**config.mk**
```make
export PLATFORM = sky130hd
export DESIGN_NAME = port_traffic_statistics
export DESIGN_NICKNAME = d
export VERILOG_FILES = /design/src/verilog/event_counter.v /design/src/verilog/util_meter.v /design/src/verilog/port_traffic_statistics.v
export VERILOG_INCLUDE_DIRS = /design/src /design/src/shared
export SDC_FILE = /design/constraint.sdc
export NUM_CORES = 2
export LEC_CHECK = 0
export ABC_CLOCK_PERIOD_IN_PS = 22400
export BUFFER_PORTS_ARGS = -buffer_cell sky130_fd_sc_hd__buf_4
export CAP_MARGIN = 5
export CORE_AREA = 3 3 443 445
export DETAILED_ROUTE_END_ITERATION = 10
export DIE_AREA = 0 0 446 448
export MAX_ROUTING_LAYER = met4
export PLACE_DENSITY = 0.49
export SLEW_MARGIN = 20
export SYNTH_ARGS = -nofsm -noshare
export SYNTH_HDL_FRONTEND = slang
export SYNTH_SLANG_ARGS = --single-unit
```
**constraint.sdc**
```tcl
create_clock -name clock -period 22.4 [get_ports clock]
set_input_delay 4.48 -clock clock [delete_from_list [all_inputs] [get_ports clock]]
set_output_delay 4.48 -clock clock [all_outputs]
set_load 0.05 [all_outputs]
```
**src/shared/port_stats_defines.vh**
```
// Constants for the per-port traffic statistics block.
// Assumes inclusion by bare name from design files.
`ifndef PORT_STATS_DEFINES_VH
`define PORT_STATS_DEFINES_VH
`define MIN_FRAME_LEN      16'h0040
`define MAX_FRAME_LEN      16'h0600
`define LATE_COLL_OCTET    16'h0040
`define HIST_65            16'h0041
`define HIST_128           16'h0080
`define HIST_256           16'h0100
`define HIST_512           16'h0200
`define HIST_1024          16'h0400
`define CLOCK_MHZ          250
`define UTIL_INTERVAL_MS   1000
`define UTIL_INTERVAL_CYC  (`UTIL_INTERVAL_MS * `CLOCK_MHZ * 1000)
`define LINK_BYTES_PER_IV  32'h07735940
`endif

```
**src/verilog/event_counter.v**
```verilog
// One saturation-free statistics counter.
// Assumes a synchronous increment strobe from the same clock.
`timescale 1ns/100ps
module event_counter #(
  parameter WIDTH = 32
) (
  // Clock and reset
  input  wire             clock,
  input  wire             rstn,
  // Increment
  input  wire             inc,
  input  wire [15:0]      amount,
  // Value
  output reg  [WIDTH-1:0] count
);
  always @(posedge clock or negedge rstn) begin
    if (!rstn) begin
      count <= {WIDTH{1'b0}};
    end else if (inc) begin
      count <= count + {{(WIDTH-16){1'b0}}, amount};
    end
  end
endmodule

```
**src/verilog/util_meter.v**
```verilog
// Bandwidth utilization over a fixed interval, in percent.
// Assumes byte strobes from the same clock; link capacity is a parameter.
`timescale 1ns/100ps
`include "port_stats_defines.vh"
module util_meter #(
  parameter        INTERVAL_CYC = `UTIL_INTERVAL_CYC,
  parameter [31:0] CAP_BYTES    = `LINK_BYTES_PER_IV
) (
  // Clock and reset
  input  wire        clock,
  input  wire        rstn,
  // Byte events
  input  wire        add,
  input  wire [15:0] amount,
  // Result
  output reg  [7:0]  percent
);
  reg [31:0] timer_reg;
  reg [39:0] acc_reg;
  wire [39:0] scaled = acc_reg * 40'h64;
  wire [39:0] quot   = scaled / {8'h00, CAP_BYTES};
  reg  [7:0]  pct;
  always @* begin
    // Clamp: counted bytes may exceed the nominal capacity slightly
    if (scaled >= {8'h00, CAP_BYTES} * 40'h64)
      pct = 8'h64;
    else
      pct = quot[7:0];
  end
  always @(posedge clock or negedge rstn) begin
    if (!rstn) begin
      timer_reg <= 32'h0;
      acc_reg   <= 40'h0;
      percent   <= 8'h00;
    end else if (timer_reg == INTERVAL_CYC - 1) begin
      timer_reg <= 32'h0;
      percent   <= pct;
      acc_reg   <= add ? {24'h0, amount} : 40'h0;
    end else begin
      timer_reg <= timer_reg + 32'h1;
      if (add)
        acc_reg <= acc_reg + {24'h0, amount};
    end
  end
endmodule

```
**src/verilog/port_traffic_statistics.v**
```verilog
// Per-port frame statistics: byte, frame, cast, histogram and error counters.
// Assumes one-cycle end-of-frame summaries from the port MAC, same clock.
// Notes on behaviour
// Count good transmitted bytes
// Count good received bytes, dropped included
// Report utilization percent per interval
// Count all received bytes
// Count all received frames
// Count good received frames, dropped included
// Count good transmitted frames
// Keep last received source address
// Count receive checksum failures
// Count good frames above maximum length
// Count short frames with framing/checksum fault
// Count long frames with checksum/alignment fault
// Count collisions at or after octet 64
// Count MAC receive error frames
// Count dropped frames since reset
// Count good-checksum frames below minimum
// Total errors sums eight error counts
// Count every collision
// Bin frames into six length ranges
// Count unicast per direction
// Count multicast per direction
// Count broadcast per direction
// Reset clears; increment only; reads harmless
`timescale 1ns/100ps
`include "port_stats_defines.vh"
module port_traffic_statistics #(
  parameter WIDTH        = 32,
  parameter INTERVAL_CYC = `UTIL_INTERVAL_CYC
) (
  // Clock and reset
  input  wire             clock,
  input  wire             rstn,
  // Receive frame summary
  input  wire             rx_done,
  input  wire [15:0]      rx_len,
  input  wire             rx_crc_bad,
  input  wire             rx_align_bad,
  input  wire             rx_mac_err,
  input  wire             rx_dropped,
  input  wire [47:0]      rx_dst,
  input  wire [47:0]      rx_src,
  // Transmit frame summary
  input  wire             tx_done,
  input  wire             tx_good,
  input  wire [15:0]      tx_len,
  input  wire [47:0]      tx_dst,
  // Collisions
  input  wire             coll,
  input  wire [15:0]      coll_octet,
  // Counter values
  output reg  [WIDTH-1:0] tx_bytes_good,
  output reg  [WIDTH-1:0] rx_bytes_good,
  output reg  [WIDTH-1:0] rx_bytes_total,
  output reg  [WIDTH-1:0] rx_frames_total,
  output reg  [WIDTH-1:0] rx_frames_good,
  output reg  [WIDTH-1:0] tx_frames_good,
  output reg  [47:0]      last_src,
  output reg  [WIDTH-1:0] crc_errors,
  output reg  [WIDTH-1:0] oversize,
  output reg  [WIDTH-1:0] fragments,
  output reg  [WIDTH-1:0] jabbers,
  output reg  [WIDTH-1:0] late_colls,
  output reg  [WIDTH-1:0] mac_rx_errors,
  output reg  [WIDTH-1:0] dropped,
  output reg  [WIDTH-1:0] undersize,
  output reg  [WIDTH-1:0] total_errors,
  output reg  [WIDTH-1:0] collisions,
  output reg  [WIDTH-1:0] hist_64,
  output reg  [WIDTH-1:0] hist_65_127,
  output reg  [WIDTH-1:0] hist_128_255,
  output reg  [WIDTH-1:0] hist_256_511,
  output reg  [WIDTH-1:0] hist_512_1023,
  output reg  [WIDTH-1:0] hist_1024_1536,
  output reg  [WIDTH-1:0] rx_unicast,
  output reg  [WIDTH-1:0] tx_unicast,
  output reg  [WIDTH-1:0] rx_multicast,
  output reg  [WIDTH-1:0] tx_multicast,
  output reg  [WIDTH-1:0] rx_broadcast,
  output reg  [WIDTH-1:0] tx_broadcast,
  output reg  [7:0]       util_percent
);

  ////////////////////////////////////////////////////////////////////////////
  // Classification helpers

  // 2'b00 unicast, 2'b01 multicast, 2'b10 broadcast
  function [1:0] cast_of;
    input [47:0] dst;
    begin
      if (dst == 48'hFFFFFFFFFFFF)
        cast_of = 2'b10;
      else if (dst[40])
        cast_of = 2'b01;
      else
        cast_of = 2'b00;
    end
  endfunction

  // One-hot histogram bin, zero outside 64..1536
  function [5:0] bin_of;
    input [15:0] len;
    begin
      if (len == `MIN_FRAME_LEN)
        bin_of = 6'h01;
      else if (len >= `HIST_65 && len < `HIST_128)
        bin_of = 6'h02;
      else if (len >= `HIST_128 && len < `HIST_256)
        bin_of = 6'h04;
      else if (len >= `HIST_256 && len < `HIST_512)
        bin_of = 6'h08;
      else if (len >= `HIST_512 && len < `HIST_1024)
        bin_of = 6'h10;
      else if (len >= `HIST_1024 && len <= `MAX_FRAME_LEN)
        bin_of = 6'h20;
      else
        bin_of = 6'h00;
    end
  endfunction

  ////////////////////////////////////////////////////////////////////////////
  // Receive classification

  wire rx_short = rx_len < `MIN_FRAME_LEN;
  wire rx_long  = rx_len > `MAX_FRAME_LEN;
  wire rx_fault = rx_crc_bad | rx_align_bad;
  // Good means intact and legal length; drop does not disqualify it
  wire rx_good  = rx_done & ~rx_fault & ~rx_mac_err & ~rx_short & ~rx_long;
  wire [1:0] rx_cast = cast_of(rx_dst);
  wire [1:0] tx_cast = cast_of(tx_dst);
  wire tx_ok = tx_done & tx_good;
  // Histogram counts frames of 64 to 1536 bytes, valid and invalid, by length
  wire [5:0] rx_bin = rx_done ? bin_of(rx_len) : 6'h00;
  wire [5:0] tx_bin = tx_done ? bin_of(tx_len) : 6'h00;

  wire ev_crc   = rx_done & rx_crc_bad;
  wire ev_over  = rx_done & rx_long & ~rx_fault;
  wire ev_frag  = rx_done & rx_short & rx_fault;
  wire ev_jab   = rx_done & rx_long & rx_fault;
  wire ev_late  = coll & (coll_octet >= `LATE_COLL_OCTET);
  wire ev_mac   = rx_done & rx_mac_err;
  wire ev_drop  = rx_done & rx_dropped;
  wire ev_under = rx_done & rx_short & ~rx_crc_bad;

  // Up to five of the eight may land in one cycle, so total adds their number
  wire [3:0] err_sum = {3'h0, ev_crc} + {3'h0, ev_over} + {3'h0, ev_frag}
                     + {3'h0, ev_jab} + {3'h0, ev_late} + {3'h0, ev_mac}
                     + {3'h0, ev_drop} + {3'h0, ev_under};

  ////////////////////////////////////////////////////////////////////////////
  // Counters; reset clears all, nothing else does

  always @(posedge clock or negedge rstn) begin
    if (!rstn) begin
      tx_bytes_good   <= {WIDTH{1'b0}};
      rx_bytes_good   <= {WIDTH{1'b0}};
      rx_bytes_total  <= {WIDTH{1'b0}};
      rx_frames_total <= {WIDTH{1'b0}};
      rx_frames_good  <= {WIDTH{1'b0}};
      tx_frames_good  <= {WIDTH{1'b0}};
      last_src        <= 48'h000000000000;
      crc_errors      <= {WIDTH{1'b0}};
      oversize        <= {WIDTH{1'b0}};
      fragments       <= {WIDTH{1'b0}};
      jabbers         <= {WIDTH{1'b0}};
      late_colls      <= {WIDTH{1'b0}};
      mac_rx_errors   <= {WIDTH{1'b0}};
      dropped         <= {WIDTH{1'b0}};
      undersize       <= {WIDTH{1'b0}};
      total_errors    <= {WIDTH{1'b0}};
      hist_64         <= {WIDTH{1'b0}};
      hist_65_127     <= {WIDTH{1'b0}};
      hist_128_255    <= {WIDTH{1'b0}};
      hist_256_511    <= {WIDTH{1'b0}};
      hist_512_1023   <= {WIDTH{1'b0}};
      hist_1024_1536  <= {WIDTH{1'b0}};
      rx_unicast      <= {WIDTH{1'b0}};
      tx_unicast      <= {WIDTH{1'b0}};
      rx_multicast    <= {WIDTH{1'b0}};
      tx_multicast    <= {WIDTH{1'b0}};
      rx_broadcast    <= {WIDTH{1'b0}};
      tx_broadcast    <= {WIDTH{1'b0}};
    end else begin
      if (tx_ok) begin
        tx_bytes_good  <= tx_bytes_good + {{(WIDTH-16){1'b0}}, tx_len};
        tx_frames_good <= tx_frames_good + 1'b1;
      end
      if (rx_good) begin
        rx_bytes_good  <= rx_bytes_good + {{(WIDTH-16){1'b0}}, rx_len};
        rx_frames_good <= rx_frames_good + 1'b1;
      end
      if (rx_done) begin
        rx_bytes_total  <= rx_bytes_total + {{(WIDTH-16){1'b0}}, rx_len};
        rx_frames_total <= rx_frames_total + 1'b1;
        last_src        <= rx_src;
      end
      if (ev_crc)
        crc_errors <= crc_errors + 1'b1;
      if (ev_over)
        oversize <= oversize + 1'b1;
      if (ev_frag)
        fragments <= fragments + 1'b1;
      if (ev_jab)
        jabbers <= jabbers + 1'b1;
      if (ev_late)
        late_colls <= late_colls + 1'b1;
      if (ev_mac)
        mac_rx_errors <= mac_rx_errors + 1'b1;
      if (ev_drop)
        dropped <= dropped + 1'b1;
      if (ev_under)
        undersize <= undersize + 1'b1;
      total_errors <= total_errors + {{(WIDTH-4){1'b0}}, err_sum};
      // Receive and transmit both feed the histogram; two in one cycle add two
      hist_64        <= hist_64 + {{(WIDTH-1){1'b0}}, rx_bin[0]}
                        + {{(WIDTH-1){1'b0}}, tx_bin[0]};
      hist_65_127    <= hist_65_127 + {{(WIDTH-2){1'b0}}, 1'b0, rx_bin[1]}
                        + {{(WIDTH-1){1'b0}}, tx_bin[1]};
      hist_128_255   <= hist_128_255 + {{(WIDTH-1){1'b0}}, rx_bin[2]}
                        + {{(WIDTH-1){1'b0}}, tx_bin[2]};
      hist_256_511   <= hist_256_511 + {{(WIDTH-1){1'b0}}, rx_bin[3]}
                        + {{(WIDTH-1){1'b0}}, tx_bin[3]};
      hist_512_1023  <= hist_512_1023 + {{(WIDTH-1){1'b0}}, rx_bin[4]}
                        + {{(WIDTH-1){1'b0}}, tx_bin[4]};
      hist_1024_1536 <= hist_1024_1536 + {{(WIDTH-1){1'b0}}, rx_bin[5]}
                        + {{(WIDTH-1){1'b0}}, tx_bin[5]};
      if (rx_good) begin
        case (rx_cast)
          2'b00: begin
            rx_unicast <= rx_unicast + 1'b1;
          end
          2'b01: begin
            rx_multicast <= rx_multicast + 1'b1;
          end
          2'b10: begin
            rx_broadcast <= rx_broadcast + 1'b1;
          end
          default: begin
          end
        endcase
      end
      if (tx_ok) begin
        case (tx_cast)
          2'b00: begin
            tx_unicast <= tx_unicast + 1'b1;
          end
          2'b01: begin
            tx_multicast <= tx_multicast + 1'b1;
          end
          2'b10: begin
            tx_broadcast <= tx_broadcast + 1'b1;
          end
          default: begin
          end
        endcase
      end
    end
  end

  ////////////////////////////////////////////////////////////////////////////
  // Collisions and utilization

  wire [WIDTH-1:0] coll_count;
  event_counter #(
    .WIDTH (WIDTH)
  ) u_coll (
    .clock  (clock),
    .rstn   (rstn),
    .inc    (coll),
    .amount (16'h0001),
    .count  (coll_count)
  );
  always @(posedge clock or negedge rstn) begin
    if (!rstn)
      collisions <= {WIDTH{1'b0}};
    else
      collisions <= coll_count;
  end

  // Receive and transmit share one meter; both ending together sums them
  wire [16:0] util_sum = (rx_done ? {1'b0, rx_len} : 17'h0)
                       + (tx_done ? {1'b0, tx_len} : 17'h0);
  wire [7:0]  util_pct;
  // Capacity scales with the interval, so a short interval still reads true
  localparam [63:0] CAP_WIDE = {32'h0, `LINK_BYTES_PER_IV} * INTERVAL_CYC
                             / `UTIL_INTERVAL_CYC;
  util_meter #(
    .INTERVAL_CYC (INTERVAL_CYC),
    .CAP_BYTES    (CAP_WIDE[31:0])
  ) u_util (
    .clock   (clock),
    .rstn    (rstn),
    .add     (rx_done | tx_done),
    .amount  (util_sum[16] ? 16'hFFFF : util_sum[15:0]),
    .percent (util_pct)
  );
  always @(posedge clock or negedge rstn) begin
    if (!rstn)
      util_percent <= 8'h00;
    else
      util_percent <= util_pct;
  end

endmodule

```
==> impl_metrics.py <==
metrics = {
    "clocking": {
        "cts_tree": "yes",
        "h-tree-depth": 3,
        "cts-root-buf": "clkbuf_16",
        "cts.sinks": 1062,
        "insertion_delay_ns": 0.79,
        "path_clk_slew_ns": 0.08,
        "cts_max_path_buffers": 3,
        "cts_buffers": 121,
    },
    "critical_path": {
        "crit_arrival_ns": 21.95,
        "critPathSlowestCell": "or4_1",
        "cpPeakStageDelay_ns": 0.60,
        "critPathLaunchType": "flip-flop",
        "endpoint_kind": "flip-flop",
        "crit_family": "compound AO/OA/AOI/OAI gates",
        "cp.required_ns": 23.02,
        "path_buf_inv": 14,
        "cp_max_fo": 9,
        "criticalPathCategory": "reg2reg",
        "crit_top_cell": "buf_4",
    },
    "sta": {
        "setup_viol": 0,
        "setup_tns_ns": 0,
        "post-route-period-util_pct": 95.2,
        "final-hold-violation-count": 0,
        "worst_pin_slew_ns": 1.04,
        "clock.fmax_ghz": 0.0469,
        "maxSlewViolCount": 0,
        "max-slew-margin-rel_pct": 29.8,
        "fin_crit_ns": 21.33,
        "setup_slack_ns": 1.07,
        "fin_skew_ns": 0.101,
    },
    "detailed_routing": {
        "routed-wl-met3_mm": 13.4,
        "routedWlPerCell_microns": 21.4,
        "viasPerCell": 5.04,
        "wl_mm": 241,
        "drt-met1-wl_mm": 103,
        "drtIter0Drc": 3240,
        "ant_nets": 0,
        "met2WireLength_mm": 118,
        "drc": 0,
        "vias": 56700,
        "dr.pass1.iters": 7,
        "top_layer": "met4",
    },
    "yosys": {
        "synth_area_leaders": "dfrtp_1 (41%), xnor2_1 (12%), xor2_1 (4.3%), ha_1 (4.2%), nand2_1 (3.8%)",
        "syn_inst": 6643,
        "synth_seq_cells": 1062,
        "synth_commonest_cells": "dfrtp_1 (1062), xnor2_1 (863), nand2_1 (658)",
        "syn-num-nets": 7109,
        "synthFlopType": "dfrtp_1",
        "synth_edf_count": 0,
        "syn_avg_cell_area_sq_um": 9.71,
        "yosysWarnings": 0,
        "yosys.area.top_type": "dfrtp_1",
        "async_flop_share_pct": 100,
        "yosysSeqAreaShare_pct": 41.2,
        "syn-cell-area_sq_mm": 0.0645,
        "synth.top_cell.area_share_pct": 41.2,
        "yosysMostFrequentCell": "dfrtp_1",
        "synth_cell_types": 147,
    },
    "global_routing": {
        "grt_max_degree": 155,
        "grt_antenna_before_repair": 19,
        "grt_first_pass_wirelength_mm": 359,
        "grt_use_total_pct": 24.0,
        "grt_pass1_vias": 55800,
        "grt_overflow": 0,
    },
    "place": {
        "portBuffers": 1147,
        "dp_hpwl_mm": 197,
        "gp_congestion": 0.918,
        "post-place-ws_ns": -0.182,
        "dp_cells": 11000,
    },
    "worst_hold_path": {
        "hold_class": "reg2reg",
    },
    "die": {
        "die_w_microns": 446,
        "coreArea_sq_mm": 0.193,
        "die_h_microns": 448,
        "io_pins": 1154,
        "start_util_pct": 33.5,
        "rows": 161,
        "die-area_sq_mm": 0.200,
    },
    "final_layout": {
        "final_cells": 11300,
        "drive_gt1_share_pct": 30.2,
        "final_nets": 9108,
        "area_delta_synth_final_pct": 34.9,
        "largest_reg_flops": 48,
    },
    "job": {
        "cap_violations": 0,
    },
    "outcome": {
        "outcome": "finished, final reports clean",
    },
}
==> worst paths after layout <==
kind | to | slack (ns) | from | depth (start not counted)
max in group asynchronous | last_src[43] | 14.68 | rstn | 5
worst min-delay path | collisions[4] | 0.35 | u_coll.count[4] | 0
min in group asynchronous | undersize[21] | 3.77 | rstn | 1
worst max register to register | u_util.percent[0] | 1.07 | u_util.acc_reg[13] | 88
worst min register to register | collisions[4] | 0.35 | u_coll.count[4] | 0
worst max-delay path | u_util.percent[0] | 1.07 | u_util.acc_reg[13] | 88
==> what timing repair did <==
action,in CTS,in global routing
resized for setup,9,153
buffers inserted,0,15
hold buffers,0,0
cloned,0,1
setup endpoints to repair,1,2
pin swaps,0,34
==> cells by family after synthesis <==
logic type,synth area share [%]
muxes,2.56
buffers and inverters,2.94
adders and majority gates,5.78
and+or+nand+nor,19.4
xor gates and xnor gates,16.3
DFF,41.2
AOI/OAI and AO/OA,11.9
==> cells in the final DEF, fill, tap and decap left out, types with 39 or more instances in the layout <==
| cell type | n |
|---|---|
| dfrtp_1 | 1061 |
| ha_1 | 211 |
| fa_1 | 48 |
| clkbuf_16 | 122 |
| xor2_1 | 313 |
| mux2_2 | 109 |
| and4_1 | 44 |
| inv_1 | 264 |
| a21o_1 | 51 |
| buf_4 | 2013 |
| nor3_1 | 101 |
| xnor2_1 | 855 |
| o21ai_0 | 138 |
| nand2_1 | 655 |
| a211oi_1 | 39 |
| nor2_1 | 510 |
| and2_1 | 103 |
| nand3_1 | 380 |
| nand4_1 | 175 |
| and3_1 | 227 |
| o21ai_1 | 44 |
| a21oi_1 | 228 |
| o22ai_1 | 44 |
| o21bai_1 | 50 |
==> layout make-up <==
class / count / area (sq um)
Clock buffer: 175 / 3540
Timing Repair Buffer: 2022 / 15300
Sequential cell: 1062 / 26600
Inverter: 266 / 998
Tap cell: 2526 / 3160
Multi-Input combinational cell: 5169 / 36900
Antenna cell: 2 / 5.00
Fill cell: 18600 / 106000
Clock inverter: 47 / 546
==> worst reg2reg max path, delay by kind of cell (launching register included) <==
| kind | cells | cell delay (ns) |
|---|---|---|
| buffers and inverters | 14 | 2.46 |
| AOI/OAI and AO/OA | 44 | 10.32 |
| xor gates and xnor gates | 5 | 1.01 |
| muxes | 1 | 0.38 |
| DFF | 1 | 0.43 |
| and+or+nand+nor | 19 | 4.71 |
| adders and majority gates | 5 | 1.83 |
==> metal layers <==
metal,up-vias,track usage (%)
met4,0,6.06
met5,-,-
met2,1178,39.8
met3,303,4.85
li1,27300,-
met1,27900,30.0
==> through the flow <==
step                util [%]  area (sq um)  hold WS (ns)
CTS                     44.7         86000         0.337
detailed placement      42.5         81900         0.356
global route            45.2         87000         0.372
global placement        42.5         81900         0.358
floorplan                  -         64500         0.347
finish                  45.2         87000         0.351
Power is left out: the tool's default activity adds up to more than one toggle a clock period on the data nets, which glitch-free logic cannot reach.
